--- src/tws_consts.svh ---
// Constants for the tape write word serializer: field positions, register offsets, timing counts.
// Assumes a 250 MHz core clock; included by bare name from the design files.
// Function
// - Mixer byte comes from top six shift bits.
// - First pulse shifts register left one byte.
// - Without setup, first pulse loads data into low bits.
// - Fourth pulse loads shift register from half A.
// - Fifth pulse moves half B into half A.
// - Fifth pulse stores shift into B, then sixth.
// - Sixth pulse toggles counter; raises word request only when toggle was set.
// - Strobes four to six repeat one to three.
// - After sixth strobe clear shift, need word.
`ifndef TWS_CONSTS_SVH
`define TWS_CONSTS_SVH
`define TWS_WORD_W        36
`define TWS_HALF_W        18
`define TWS_BYTE_W        6
`define TWS_BYTE_TOP_LSB  12
`define TWS_DELAY_NS      1000
`define TWS_CLK_MHZ       250
`define TWS_DELAY_CYC     ((`TWS_DELAY_NS * `TWS_CLK_MHZ) / 1000)
`define TWS_CNT_W         10
`define TWS_INT_STAT_OFS  12'h000
`define TWS_INT_MASK_OFS  12'h004
`define TWS_CTRL_OFS      12'h008
`define TWS_STATE_OFS     12'h00C
`define TWS_INT_REQ_BIT   0
`define TWS_INT_WORD_BIT  1
`define TWS_INT_BYTE_BIT  2
`define TWS_INT_W         3
`endif

--- src/tws_pkg.sv ---
// Types shared by the tape write word serializer.
// Assumes tws_consts.svh supplies the numeric constants.
`include "tws_consts.svh"
package tws_pkg;
    // Pulse sequencer phases.
    typedef enum logic [3:0] {
        TWS_IDLE, TWS_WAIT_STROBE, TWS_DLY_2, TWS_DLY_3, TWS_DLY_4,
        TWS_DLY_5, TWS_DLY_6, TWS_WAIT_WORD, TWS_DLY_LOAD
    } tws_state_e;
endpackage

--- src/tws_delay.sv ---
// One-shot delay timer producing a one-cycle done pulse after a fixed count.
// Assumes the start pulse is not repeated while a count is running.
`timescale 1ns/1ns
`include "tws_consts.svh"
module tws_delay (
    // Clock and reset.
    input  wire logic i_core_clk,
    input  wire logic i_sys_rst,
    // Control.
    input  wire logic i_start,
    output logic      o_done
);
    logic [`TWS_CNT_W-1:0] cnt_ff;
    logic                  run_ff;

    // Count down from the full delay; done fires on the last cycle.
    always_ff @(posedge i_core_clk) begin
        if (i_sys_rst) begin
            cnt_ff <= '0;
            run_ff <= 1'b0;
            o_done <= 1'b0;
        end else begin
            o_done <= 1'b0;
            if (i_start) begin
                cnt_ff <= `TWS_CNT_W'(`TWS_DELAY_CYC - 1);
                run_ff <= 1'b1;
            end else if (run_ff) begin
                if (cnt_ff == '0) begin
                    run_ff <= 1'b0;
                    o_done <= 1'b1;
                end else begin
                    cnt_ff <= cnt_ff - 1'b1;
                end
            end
        end
    end
endmodule

--- src/tws_serializer.sv ---
// Write-forward word serializer: buffer halves, shift register and pulse sequencer.
// Assumes APB master on the core clock and tape byte strobes synchronous to it.
`timescale 1ns/1ns
`include "tws_consts.svh"
module tws_serializer
    import tws_pkg::*;
(
    // Clock and reset.
    input  wire logic        i_core_clk,
    input  wire logic        i_sys_rst,
    // APB slave.
    input  wire logic        i_psel,
    input  wire logic        i_penable,
    input  wire logic        i_pwrite,
    input  wire logic [11:0] i_paddr,
    input  wire logic [31:0] i_pwdata,
    output logic      [31:0] o_prdata,
    output logic             o_pready,
    output logic             o_pslverr,
    // Processor word delivery.
    input  wire logic        i_data_out_transfer,
    input  wire logic [35:0] i_word,
    output logic             o_word_request_flag,
    // Tape side.
    input  wire logic        i_tape_byte_strobe,
    input  wire logic [5:0]  i_rw_data,
    output logic      [5:0]  o_mixer_byte,
    output logic             o_forward_write_gate,
    // Interrupt.
    output logic             o_irq
);
    tws_state_e                 state_ff;
    logic [`TWS_HALF_W-1:0]     word_shift_reg_ff;
    logic [`TWS_HALF_W-1:0]     buffer_half_a_ff;
    logic [`TWS_HALF_W-1:0]     buffer_half_b_ff;
    logic [1:0]                 byte_cnt_ff;
    logic                       half_word_toggle_ff;
    logic                       word_need_flag_ff;
    logic                       word_request_flag_ff;
    logic                       write_setup_flag_ff;
    logic                       reverse_swap_flag_ff;
    logic                       enable_ff;
    logic [`TWS_INT_W-1:0]      int_stat_ff;
    logic [`TWS_INT_W-1:0]      int_mask_ff;
    logic [`TWS_INT_W-1:0]      nxt_int_set;
    logic                       dly_start;
    logic                       dly_done;
    logic                       pulse_1;
    logic                       pulse_4;
    logic                       pulse_5;
    logic                       pulse_6;
    logic                       shift_clear_pulse;
    logic                       req_raise;
    logic                       word_take;
    logic                       apb_wr;
    logic                       apb_rd;

    // Bus transfers complete in their first access cycle, never stalled.
    assign apb_wr    = i_psel && i_penable && i_pwrite;
    assign apb_rd    = i_psel && i_penable && !i_pwrite;
    assign o_pready  = 1'b1;
    assign o_pslverr = 1'b0;

    // A word is accepted only while the sequencer is waiting for one.
    assign word_take = i_data_out_transfer && word_need_flag_ff;

    // Timing pulses decoded from the sequencer phase and the delay timer.
    // A strobe counts only while the gate shown to the tape side is up.
    assign pulse_1 = (state_ff == TWS_WAIT_STROBE) && o_forward_write_gate && i_tape_byte_strobe;
    assign shift_clear_pulse = dly_done && (state_ff == TWS_DLY_3);
    assign pulse_4 = dly_done && (state_ff == TWS_DLY_4);
    assign pulse_5 = dly_done && (state_ff == TWS_DLY_5);
    assign pulse_6 = dly_done && (state_ff == TWS_DLY_6) && !reverse_swap_flag_ff;
    // Besides enable from idle, only the sixth pulse that ends the low-half reload asks the processor for a word.
    assign req_raise = pulse_6 && half_word_toggle_ff;

    // Every phase that waits on the timer restarts it once when entered.
    // A stray restart would fire later inside an unrelated phase, so none is issued.
    assign dly_start = pulse_1
                       || (dly_done && (state_ff == TWS_DLY_2) && (byte_cnt_ff == 2'h2))
                       || (shift_clear_pulse && half_word_toggle_ff) || pulse_4 || pulse_5
                       || (dly_done && (state_ff == TWS_DLY_LOAD)) || word_take;

    tws_delay u_delay (
        .i_core_clk (i_core_clk),
        .i_sys_rst  (i_sys_rst),
        .i_start    (dly_start),
        .o_done     (dly_done)
    );

    // Sequencer: strobes of the first and second bytes of a half skip the reload.
    always_ff @(posedge i_core_clk) begin
        if (i_sys_rst) begin
            state_ff    <= TWS_IDLE;
            byte_cnt_ff <= 2'h0;
        end else begin
            case (state_ff)
                TWS_IDLE: begin
                    if (enable_ff) begin
                        state_ff <= TWS_WAIT_WORD;
                    end
                end
                TWS_WAIT_STROBE: begin
                    if (!enable_ff) begin
                        state_ff <= TWS_IDLE;
                    end else if (pulse_1) begin
                        state_ff <= TWS_DLY_2;
                    end
                end
                TWS_DLY_2: begin
                    if (dly_done) begin
                        // Only the third byte of a half runs the reload chain.
                        if (byte_cnt_ff == 2'h2) begin
                            state_ff    <= TWS_DLY_3;
                            byte_cnt_ff <= 2'h0;
                        end else begin
                            state_ff    <= TWS_WAIT_STROBE;
                            byte_cnt_ff <= byte_cnt_ff + 2'h1;
                        end
                    end
                end
                TWS_DLY_3: begin
                    if (dly_done) begin
                        // A clear toggle means the low half went out: the word is spent.
                        state_ff <= half_word_toggle_ff ? TWS_DLY_4 : TWS_WAIT_WORD;
                    end
                end
                TWS_DLY_4: begin
                    if (dly_done) begin
                        state_ff <= TWS_DLY_5;
                    end
                end
                TWS_DLY_5: begin
                    if (dly_done) begin
                        state_ff <= TWS_DLY_6;
                    end
                end
                TWS_DLY_6: begin
                    if (pulse_6) begin
                        state_ff <= TWS_WAIT_STROBE;
                    end
                end
                TWS_WAIT_WORD: begin
                    if (word_take) begin
                        state_ff <= TWS_DLY_LOAD;
                    end
                end
                TWS_DLY_LOAD: begin
                    if (dly_done) begin
                        state_ff <= TWS_DLY_5;
                    end
                end
                default: begin
                    state_ff <= TWS_IDLE;
                end
            endcase
        end
    end

    // Shift register: clear, load from half A, or shift a byte and refill.
    always_ff @(posedge i_core_clk) begin
        if (i_sys_rst) begin
            word_shift_reg_ff <= '0;
        end else if (shift_clear_pulse) begin
            word_shift_reg_ff <= '0;
        end else if (pulse_4 || (dly_done && state_ff == TWS_DLY_LOAD)) begin
            word_shift_reg_ff <= buffer_half_a_ff;
        end else if (pulse_1) begin
            // Shift and refill act the same for every strobe of the word.
            word_shift_reg_ff <= {word_shift_reg_ff[`TWS_BYTE_TOP_LSB-1:0],
                                  write_setup_flag_ff ? 6'h00 : i_rw_data};
        end
    end

    // Buffer halves: fresh word on delivery, half B into half A on the fifth pulse.
    always_ff @(posedge i_core_clk) begin
        if (i_sys_rst) begin
            buffer_half_a_ff <= '0;
            buffer_half_b_ff <= '0;
        end else if (word_take) begin
            buffer_half_a_ff <= i_word[`TWS_WORD_W-1:`TWS_HALF_W];
            buffer_half_b_ff <= i_word[`TWS_HALF_W-1:0];
        end else if (pulse_5) begin
            buffer_half_a_ff <= buffer_half_b_ff;
            buffer_half_b_ff <= word_shift_reg_ff;
        end
    end

    // Half-word toggle flips on each sixth pulse; reset on a new word.
    always_ff @(posedge i_core_clk) begin
        if (i_sys_rst || word_take) begin
            half_word_toggle_ff <= 1'b0;
        end else if (pulse_6) begin
            half_word_toggle_ff <= !half_word_toggle_ff;
        end
    end

    // Word need rises when the word is spent and drops when one arrives.
    always_ff @(posedge i_core_clk) begin
        if (i_sys_rst) begin
            word_need_flag_ff <= 1'b0;
        end else if ((state_ff == TWS_IDLE && enable_ff)
                     || (dly_done && state_ff == TWS_DLY_3 && !half_word_toggle_ff)) begin
            word_need_flag_ff <= 1'b1;
        end else if (word_take) begin
            word_need_flag_ff <= 1'b0;
        end
    end

    // Word request: set by the sixth pulse, held until delivery; set wins.
    always_ff @(posedge i_core_clk) begin
        if (i_sys_rst) begin
            word_request_flag_ff <= 1'b0;
        end else if (req_raise || (state_ff == TWS_IDLE && enable_ff)) begin
            word_request_flag_ff <= 1'b1;
        end else if (word_take) begin
            word_request_flag_ff <= 1'b0;
        end
    end

    // Mixer byte is registered so it stays stable through the tape strobe.
    always_ff @(posedge i_core_clk) begin
        if (i_sys_rst) begin
            o_mixer_byte         <= 6'h00;
            o_forward_write_gate <= 1'b0;
        end else begin
            o_mixer_byte <= word_shift_reg_ff[`TWS_HALF_W-1:`TWS_BYTE_TOP_LSB];
            // Dropped on the taken strobe so a second strobe cannot be offered a stale gate.
            o_forward_write_gate <= (state_ff == TWS_WAIT_STROBE) && !pulse_1
                                    && enable_ff;
        end
    end

    // Control register: enable, write setup and swap are software-driven here.
    always_ff @(posedge i_core_clk) begin
        if (i_sys_rst) begin
            enable_ff            <= 1'b0;
            write_setup_flag_ff  <= 1'b0;
            reverse_swap_flag_ff <= 1'b0;
            int_mask_ff          <= '0;
        end else if (apb_wr && i_paddr == `TWS_CTRL_OFS) begin
            enable_ff            <= i_pwdata[0];
            write_setup_flag_ff  <= i_pwdata[1];
            reverse_swap_flag_ff <= i_pwdata[2];
        end else if (apb_wr && i_paddr == `TWS_INT_MASK_OFS) begin
            int_mask_ff <= i_pwdata[`TWS_INT_W-1:0];
        end
    end

    // Sticky events: request raised, word accepted, byte strobe taken.
    always_comb begin
        nxt_int_set = '0;
        nxt_int_set[`TWS_INT_REQ_BIT]  = req_raise;
        nxt_int_set[`TWS_INT_WORD_BIT] = word_take;
        nxt_int_set[`TWS_INT_BYTE_BIT] = pulse_1;
    end

    // Write one to clear; a simultaneous event keeps its bit set.
    always_ff @(posedge i_core_clk) begin
        if (i_sys_rst) begin
            int_stat_ff <= '0;
        end else if (apb_wr && i_paddr == `TWS_INT_STAT_OFS) begin
            int_stat_ff <= (int_stat_ff & ~i_pwdata[`TWS_INT_W-1:0]) | nxt_int_set;
        end else begin
            int_stat_ff <= int_stat_ff | nxt_int_set;
        end
    end

    // Read data registered on the setup cycle, ready in the access cycle; unmapped offsets read zero.
    always_ff @(posedge i_core_clk) begin
        if (i_sys_rst) begin
            o_prdata <= 32'h0000_0000;
            o_irq    <= 1'b0;
        end else begin
            o_irq <= |(int_stat_ff & int_mask_ff);
            if (i_psel && !i_penable && !i_pwrite) begin
                case (i_paddr)
                    `TWS_INT_STAT_OFS: o_prdata <= {29'h0, int_stat_ff};
                    `TWS_INT_MASK_OFS: o_prdata <= {29'h0, int_mask_ff};
                    `TWS_CTRL_OFS: o_prdata <= {29'h0, reverse_swap_flag_ff,
                                                write_setup_flag_ff, enable_ff};
                    `TWS_STATE_OFS: o_prdata <= {23'h0, word_need_flag_ff,
                                                 word_request_flag_ff, half_word_toggle_ff,
                                                 byte_cnt_ff, state_ff};
                    default: o_prdata <= 32'h0000_0000;
                endcase
            end
        end
    end

    assign o_word_request_flag = word_request_flag_ff;

    // The read strobe is only decoded for completeness of the bus view.
    logic unused_rd;
    assign unused_rd = apb_rd;
endmodule

--- config.mk ---
export PLATFORM = sky130hd
export DESIGN_NAME = tws_serializer
export DESIGN_NICKNAME = d
export VERILOG_FILES = /design/src/tws_pkg.sv /design/src/tws_delay.sv /design/src/tws_serializer.sv
export VERILOG_INCLUDE_DIRS = /design/src
export SDC_FILE = /design/constraint.sdc
export NUM_CORES = 1
export LEC_CHECK = 0
export ABC_AREA = 1
export BUFFER_PORTS_ARGS = -buffer_cell sky130_fd_sc_hd__buf_4
export CORE_MARGIN = 2
export CORE_UTILIZATION = 45
export CTS_BUF_LIST = sky130_fd_sc_hd__clkbuf_4 sky130_fd_sc_hd__clkbuf_8 sky130_fd_sc_hd__clkbuf_16
export CTS_CLUSTER_DIAMETER = 50
export DETAILED_ROUTE_END_ITERATION = 10
export PLACE_DENSITY = 0.69
export SETUP_SLACK_MARGIN = 0.15
export SYNTH_ARGS = -nofsm -noshare
export SYNTH_HDL_FRONTEND = slang
export SYNTH_SLANG_ARGS = --single-unit
export TNS_END_PERCENT = 5
--- constraint.sdc ---
create_clock -name i_core_clk -period 2.02 [get_ports i_core_clk]
set_input_delay 0.404 -clock i_core_clk [delete_from_list [all_inputs] [get_ports i_core_clk]]
set_output_delay 0.404 -clock i_core_clk [all_outputs]
set_load 0.01 [all_outputs]
* After elaboration in Yosys (flattened, before gate mapping)
Cells that the tools add are included.
** Operators by class
- Equal/unequal tests :: 21
- $add $sub $neg :: 2
- Bitwise gates (word level) :: 8
- Reductions and logical operators :: 57
- Mux-type cells :: 32
** Operators by type and width (number)
- $mux 18 :: 6
- $mux 4 :: 9
- $pmux 9 s4 :: 1
- $pmux 4 s8 :: 1
- $eq 12x4->1 const B :: 2
- $logic_and 1x1->1 :: 24
- $mux 8 :: 3
- $eq 4x3->1 const B :: 4
- $eq 12x3->1 const B :: 1
- $logic_not 12->1 :: 1
- $logic_not 10->1 :: 1
- $logic_or 1x1->1 :: 10
- $reduce_bool 2->1 :: 5
- $sub 10x1->10 const B :: 1
- $eq 4x2->1 const B :: 2
- $ne 2x1->1 const B :: 4
- $ne 2x2->1 const B :: 4
- $reduce_and 2->1 :: 4
- $reduce_and 8->1 :: 1
- $mux 1 :: 7
- $and 3x3->3 :: 2
- $mux 2 :: 3
- $mux 6 :: 1
- $or 3x3->3 :: 2
- 12 further kinds :: 21
** Storage, ports and cells
- Register bits after elaboration :: 124
- Input port bits :: 93
- Output and inout port bits :: 43
- Logic and storage cells :: 141

* Logic depth before layout (Yosys ltp)
- Depth after elaboration :: 11
- Mapped depth :: 11
- Gate-level depth less buffers :: 11

* Cells and area by module
From an unflattened synthesis, not the netlist that was laid out.
** Unflattened totals
- Cells, all modules :: 720
- Area total of the unflattened synthesis :: 5028.6 µm²
** Modules (own cells, without submodules)
- tws_serializer :: times used 1, cells an instance 611, area each 4301.6 µm², seq. area each 1781.7 µm²
- tws_delay :: times used 1, cells an instance 109, area each 726.9 µm², seq. area each 240.2 µm²

* Worst setup path after synthesis
No wires, ideal clock.
- Path type :: register to register
- Start :: register u_delay.cnt_ff[0]
- End :: register u_delay.cnt_ff[8]
- Period minus slack after synthesis :: 1430 ps
- Arrival :: 1313 ps
- Cell stages (with the launch flop) :: 11
- Library setup time :: 117 ps
- Slack :: 590 ps
- Path through :: dfxtp_1 inv_1 ha_1 nand3_1 nor2_1 nand2_1 nand2_2 inv_1 nand2_1 xor2_1 nor2_1
** Between the ends
- Cells in the longest elaborated chain, start to end :: 3
- Elaborated cells on any way between the ends :: 4
- Classes of those cells :: add/sub: 1; bitwise: 1; reduce/logical: 2
** RTL lines
- start, declared :: RTL line tws_delay.sv:13 : logic [`TWS_CNT_W-1:0] cnt_ff;
- start signal, assigned :: RTL line tws_delay.sv:25 : cnt_ff <= `TWS_CNT_W'(`TWS_DELAY_CYC - 1);
- start signal, assigned :: RTL line tws_delay.sv:32 : cnt_ff <= cnt_ff - 1'b1;
- parallel branches: the longest is 3 deep, another holds $sub 10x1->10
Parallel ways; which one is timed is not known.
A chain may end at the register's enable or synchronous reset.

* Worst setup path in the final report
- Start :: register state_ff[0]
- End :: register u_delay.cnt_ff[9]
** Between the ends
- Cells in the longest elaborated chain, start to end :: 10
- Elaborated cells on any way between the ends :: 22
- Classes of those cells :: eq/ne: 6; reduce/logical: 16
** RTL lines
- start, declared :: RTL line tws_serializer.sv:32 : tws_state_e state_ff;
- start signal, assigned :: RTL line tws_serializer.sv:125 : state_ff <= half_word_toggle_ff ? TWS_DLY_4 : TWS_WAIT_WORD;
- $eq 4x1->1 / $eq 4x2->1 (equally long branches) :: RTL line tws_serializer.sv:69, tws_serializer.sv:80
- $logic_and 1x1->1 (on tied branches) (2 in series) :: RTL line tws_serializer.sv:69, tws_serializer.sv:80
- $logic_or 1x1->1 :: RTL line tws_serializer.sv:80 : || (dly_done && (state_ff == TWS_DLY_2) && (byte_cnt_ff == 2'h2))
- $logic_or 1x1->1 (3 in series) :: RTL line tws_serializer.sv:81 : || (shift_clear_pulse && half_word_toggle_ff) || pulse_4 || pulse_5
- $logic_or 1x1->1 * (2 in series) :: RTL line tws_serializer.sv:82 : || (dly_done && (state_ff == TWS_DLY_LOAD)) || word_take;
- $reduce_or 2->1 (no line) *
Mark *: on every way between the ends. The rest lies on a longest branch, timed or not.

==> results.json <==
{
  "outcome": "completed",
  "placeableCoreArea_mm2": 0.01023,
  "timing.critical_path.arrival_ps": 1930,
  "worstSetupStartpointType": "register",
  "hold_class": "input port to register",
  "wire_length_of_the_first_global_routing_pass_um": 18560,
  "grt_util_met3_pct": 4.169,
  "finalSetupViolCount": 0,
  "clock_tree.htree_level_count": 3,
  "insertedDiodeCount": 0,
  "hold_viol": 0,
  "nets": 825,
  "critical_path_class": "register to register",
  "drt-vias-per-instance": 5.069,
  "syn_to_final_growth_pct": 17.85,
  "share_of_layout_cells_above_drive_strength_1_pct": 17.12,
  "postSynth.topFlopCell": "sky130_fd_sc_hd__dfxtp_1",
  "p_sw_mw": 1.132,
  "path_buf_inv": 2,
  "placed_cell_count": 856,
  "cts_buffers": 9,
  "die_x_um": 106.3,
  "final.min_clock_period_ps": 1661,
  "finalSetupTns_ps": 0,
  "p_seq_share_pct": 50.3,
  "hpwl_um": 7485,
  "ys_top_cells_by_count": "sky130_fd_sc_hd__nand2_1 (195), sky130_fd_sc_hd__dfxtp_1 (101), sky130_fd_sc_hd__nor2_1 (69)",
  "worstPathMaxFanout": 7,
  "critPathLaunch": "state_ff[0]",
  "post-synth-top-area-fraction_pct": 42.92,
  "worstPathRequired_ps": 2290,
  "pin_count_of_the_biggest_net_entering_global_routing": 73,
  "clock_path_buffers": 2,
  "fp.dieArea_mm2": 0.01130,
  "timing.critical_path.cells": "inv_2 -> nor2_4 -> nand4_1 -> nand2_1 -> nor2_2 -> nand2_2 -> inv_2 -> nand2_2 -> nor2_1",
  "critPathCaptureType": "register",
  "crit_family": "simple AND/OR/NAND/NOR gates",
  "final_cell_area_mm2": 0.005552,
  "postSynth.asyncResetShare_pct": 0,
  "grt-ovfl-total": 0,
  "cts_tree": "built",
  "global_route_usage_sum_pct": 20.08,
  "sequential_cell_area_fraction_in_the_yosys_report_pct": 42.92,
  "synthCells": 663,
  "cts_root_buffer": "sky130_fd_sc_hd__clkbuf_8",
  "switching_share_pct": 27.20,
  "leakagePower_nw": 2.202,
  "min_path_cells": 3,
  "count_of_buffers_inserted_at_the_top_level_ports": 81,
  "dpl-instance-area_mm2": 0.005310,
  "avgRoutedWirePerCell_um": 12.54,
  "unrepaired_setup_endpoints_after_global_routing": "true",
  "initial_core_utilization_pct": 46.04,
  "total_power_mw": 4.160,
  "power.share.combinational_pct": 13.6,
  "grt.busiest_layer": "met2",
  "worstSkewPairLatency_ps": 370,
  "power_density_mw_per_mm2": 749.4,
  "timing.critical_path.slowest_stage_cell": "sky130_fd_sc_hd__dfxtp_1",
  "layout_cells_excl_fill": 872,
  "irDropWorstVdd_mv": 0.2997,
  "worst_setup_hold_path_clk_slew_ps": 110,
  "cellInternalPower_mw": 3.029,
  "worst_r2r_path_depth": 9,
  "drt-initial-drc-count": 197,
  "synth_seq_cells": 101,
  "drv_cap": 0,
  "die_height_um": 106.3,
  "crit-reg2reg-launch": "state_ff[0]",
  "detail_route.first_pass.iterations": 5,
  "warning_count_from_the_yosys_run": 0,
  "synth_edf_count": 0,
  "std_cell_rows": 37,
  "mappedNetlistArea_mm2": 0.004711,
  "synth.distinct_cells": 32,
  "gr-usage-met1_pct": 26.00,
  "count_of_pins_over_their_slew_limit": 0,
  "netlist.top_cell.by_area": "sky130_fd_sc_hd__dfxtp_1",
  "min_from": "i_word[4]",
  "post_synth.cell_area_avg_um2": 7.105,
  "finClkSkew_ps": 13.43,
  "clock-sinks": 101,
  "slowest_delay_ps": 490,
  "synth_most_common_cell": "sky130_fd_sc_hd__nand2_1",
  "vias": 4420,
  "place.gp.congestion": 0.8291,
  "use_met2_pct": 33.20,
  "grt_antenna_before_repair": 0,
  "count_of_unresolved_drc_violations_after_routing": 0,
  "timing.slew.headroom_pct": 64.50,
  "worstSetupPathDepth": 9,
  "ant_nets": 0,
  "io-pin-count": 136,
  "via_count_of_the_first_global_routing_pass": 4089,
  "fin_crit_sh_pct": 82.21,
  "worst_pin_slew_ps": 530.5,
  "post_synth_main_area_contributors": "sky130_fd_sc_hd__dfxtp_1 (43%), sky130_fd_sc_hd__nand2_1 (16%), sky130_fd_sc_hd__nor2_1 (5.5%), sky130_fd_sc_hd__a31oi_1 (5.0%), sky130_fd_sc_hd__buf_4 (4.9%)",
  "finalWirelength_um": 10940,
  "f_max_ghz": 0.6022,
  "power_frac_clock_pct": 36.2
}
## worst paths after layout
kind / end / slack (ps)
hold / removal: buffer_half_b_ff[4] / 300
hold reg to reg: o_mixer_byte[2] / 460
setup / recovery: u_delay.cnt_ff[9] / 360
setup reg to reg: u_delay.cnt_ff[9] / 360
## final cells by class
class / count / area (µm²)
clock buffer: 11 / 151.4
clock inverter: 5 / 88.84
fill: 989 / 4679
inverter: 47 / 177.7
multi-input combinational: 483 / 2261
sequential: 101 / 2022
tap: 136 / 170.2
timing repair buffer: 89 / 680.7
## worst min-delay path, stage by stage
cell,delay [ps]
sky130_fd_sc_hd__buf_4,110
sky130_fd_sc_hd__nand2_1,50
sky130_fd_sc_hd__a311oi_1,80
## placed cells by master (no fill, tap or decap), types with 7 or more instances in the layout
cell type                  instances
sky130_fd_sc_hd__nand2_1         195
sky130_fd_sc_hd__dfxtp_1         101
sky130_fd_sc_hd__buf_4            88
sky130_fd_sc_hd__nor2_1           69
sky130_fd_sc_hd__nand3_1          43
sky130_fd_sc_hd__inv_1            39
sky130_fd_sc_hd__a31oi_1          38
sky130_fd_sc_hd__o21ai_0          37
sky130_fd_sc_hd__conb_1           25
sky130_fd_sc_hd__a21oi_1          23
sky130_fd_sc_hd__a311oi_1         18
sky130_fd_sc_hd__clkbuf_8         11
sky130_fd_sc_hd__nand4_1           7
## what timing repair did
item	4_1_cts	5_1_grt
resized for setup	0	1
buffers inserted	0	0
hold buffers	0	0
setup endpoints to repair	0	6
## power groups by stage
stage	clock, mW	sequential (mW)	combinational (mW)
6_report	1.51	2.09	0.564
5_1_grt	1.61	2.10	0.653
4_1_cts	1.53	2.09	0.559
3_5_place_dp	0	2.14	0.556
3_3_place_gp	0	2.14	0.549
2_1_floorplan	0	2.12	0.416
## layer usage
layer | vias up | wire (µm) | share of wire (%)
li1 | 2278 | - | -
met1 | 1984 | 5056 | 46
met2 | 146 | 5021 | 46
met3 | 12 | 698 | 6.4
met4 | 0 | 161 | 1.5
met5 | - | 0 | 0
## cell families after synthesis
kind of cell    Yosys count  synth area share (%)
fa+ha+maj                 1                0.2656
buf+inv                 102                 10.92
compound gates          124                 16.28
simple gates            330                 28.90
xor+xnor                  3                0.5579
flops                   101                 42.92
other cells               2                0.1594
## through the flow
stage / hold slack [ps] / utilization (%) / worst slack (ps)
after floorplan: 416.3 / - / 590.0
final: 297.0 / 54.26 / 359.3
after CTS: 283.3 / 54.25 / 329.4
after global placement: 445.4 / 51.90 / 348.4
after global routing: 296.7 / 54.26 / 144.8
after detailed placement: 445.1 / 51.90 / 324.4
## registers in the layout (all words and copies together), names as in the netlist, 2 cells and up
signal	cells
buffer_half_a_ff	18
buffer_half_b_ff	18
word_shift_reg_ff	18
u_delay.cnt_ff	10
o_prdata	9
o_mixer_byte	6
state_ff	4
int_mask_ff	3
int_stat_ff	3
byte_cnt_ff	2
No activity file was read; power rests on OpenSTA's default activity.
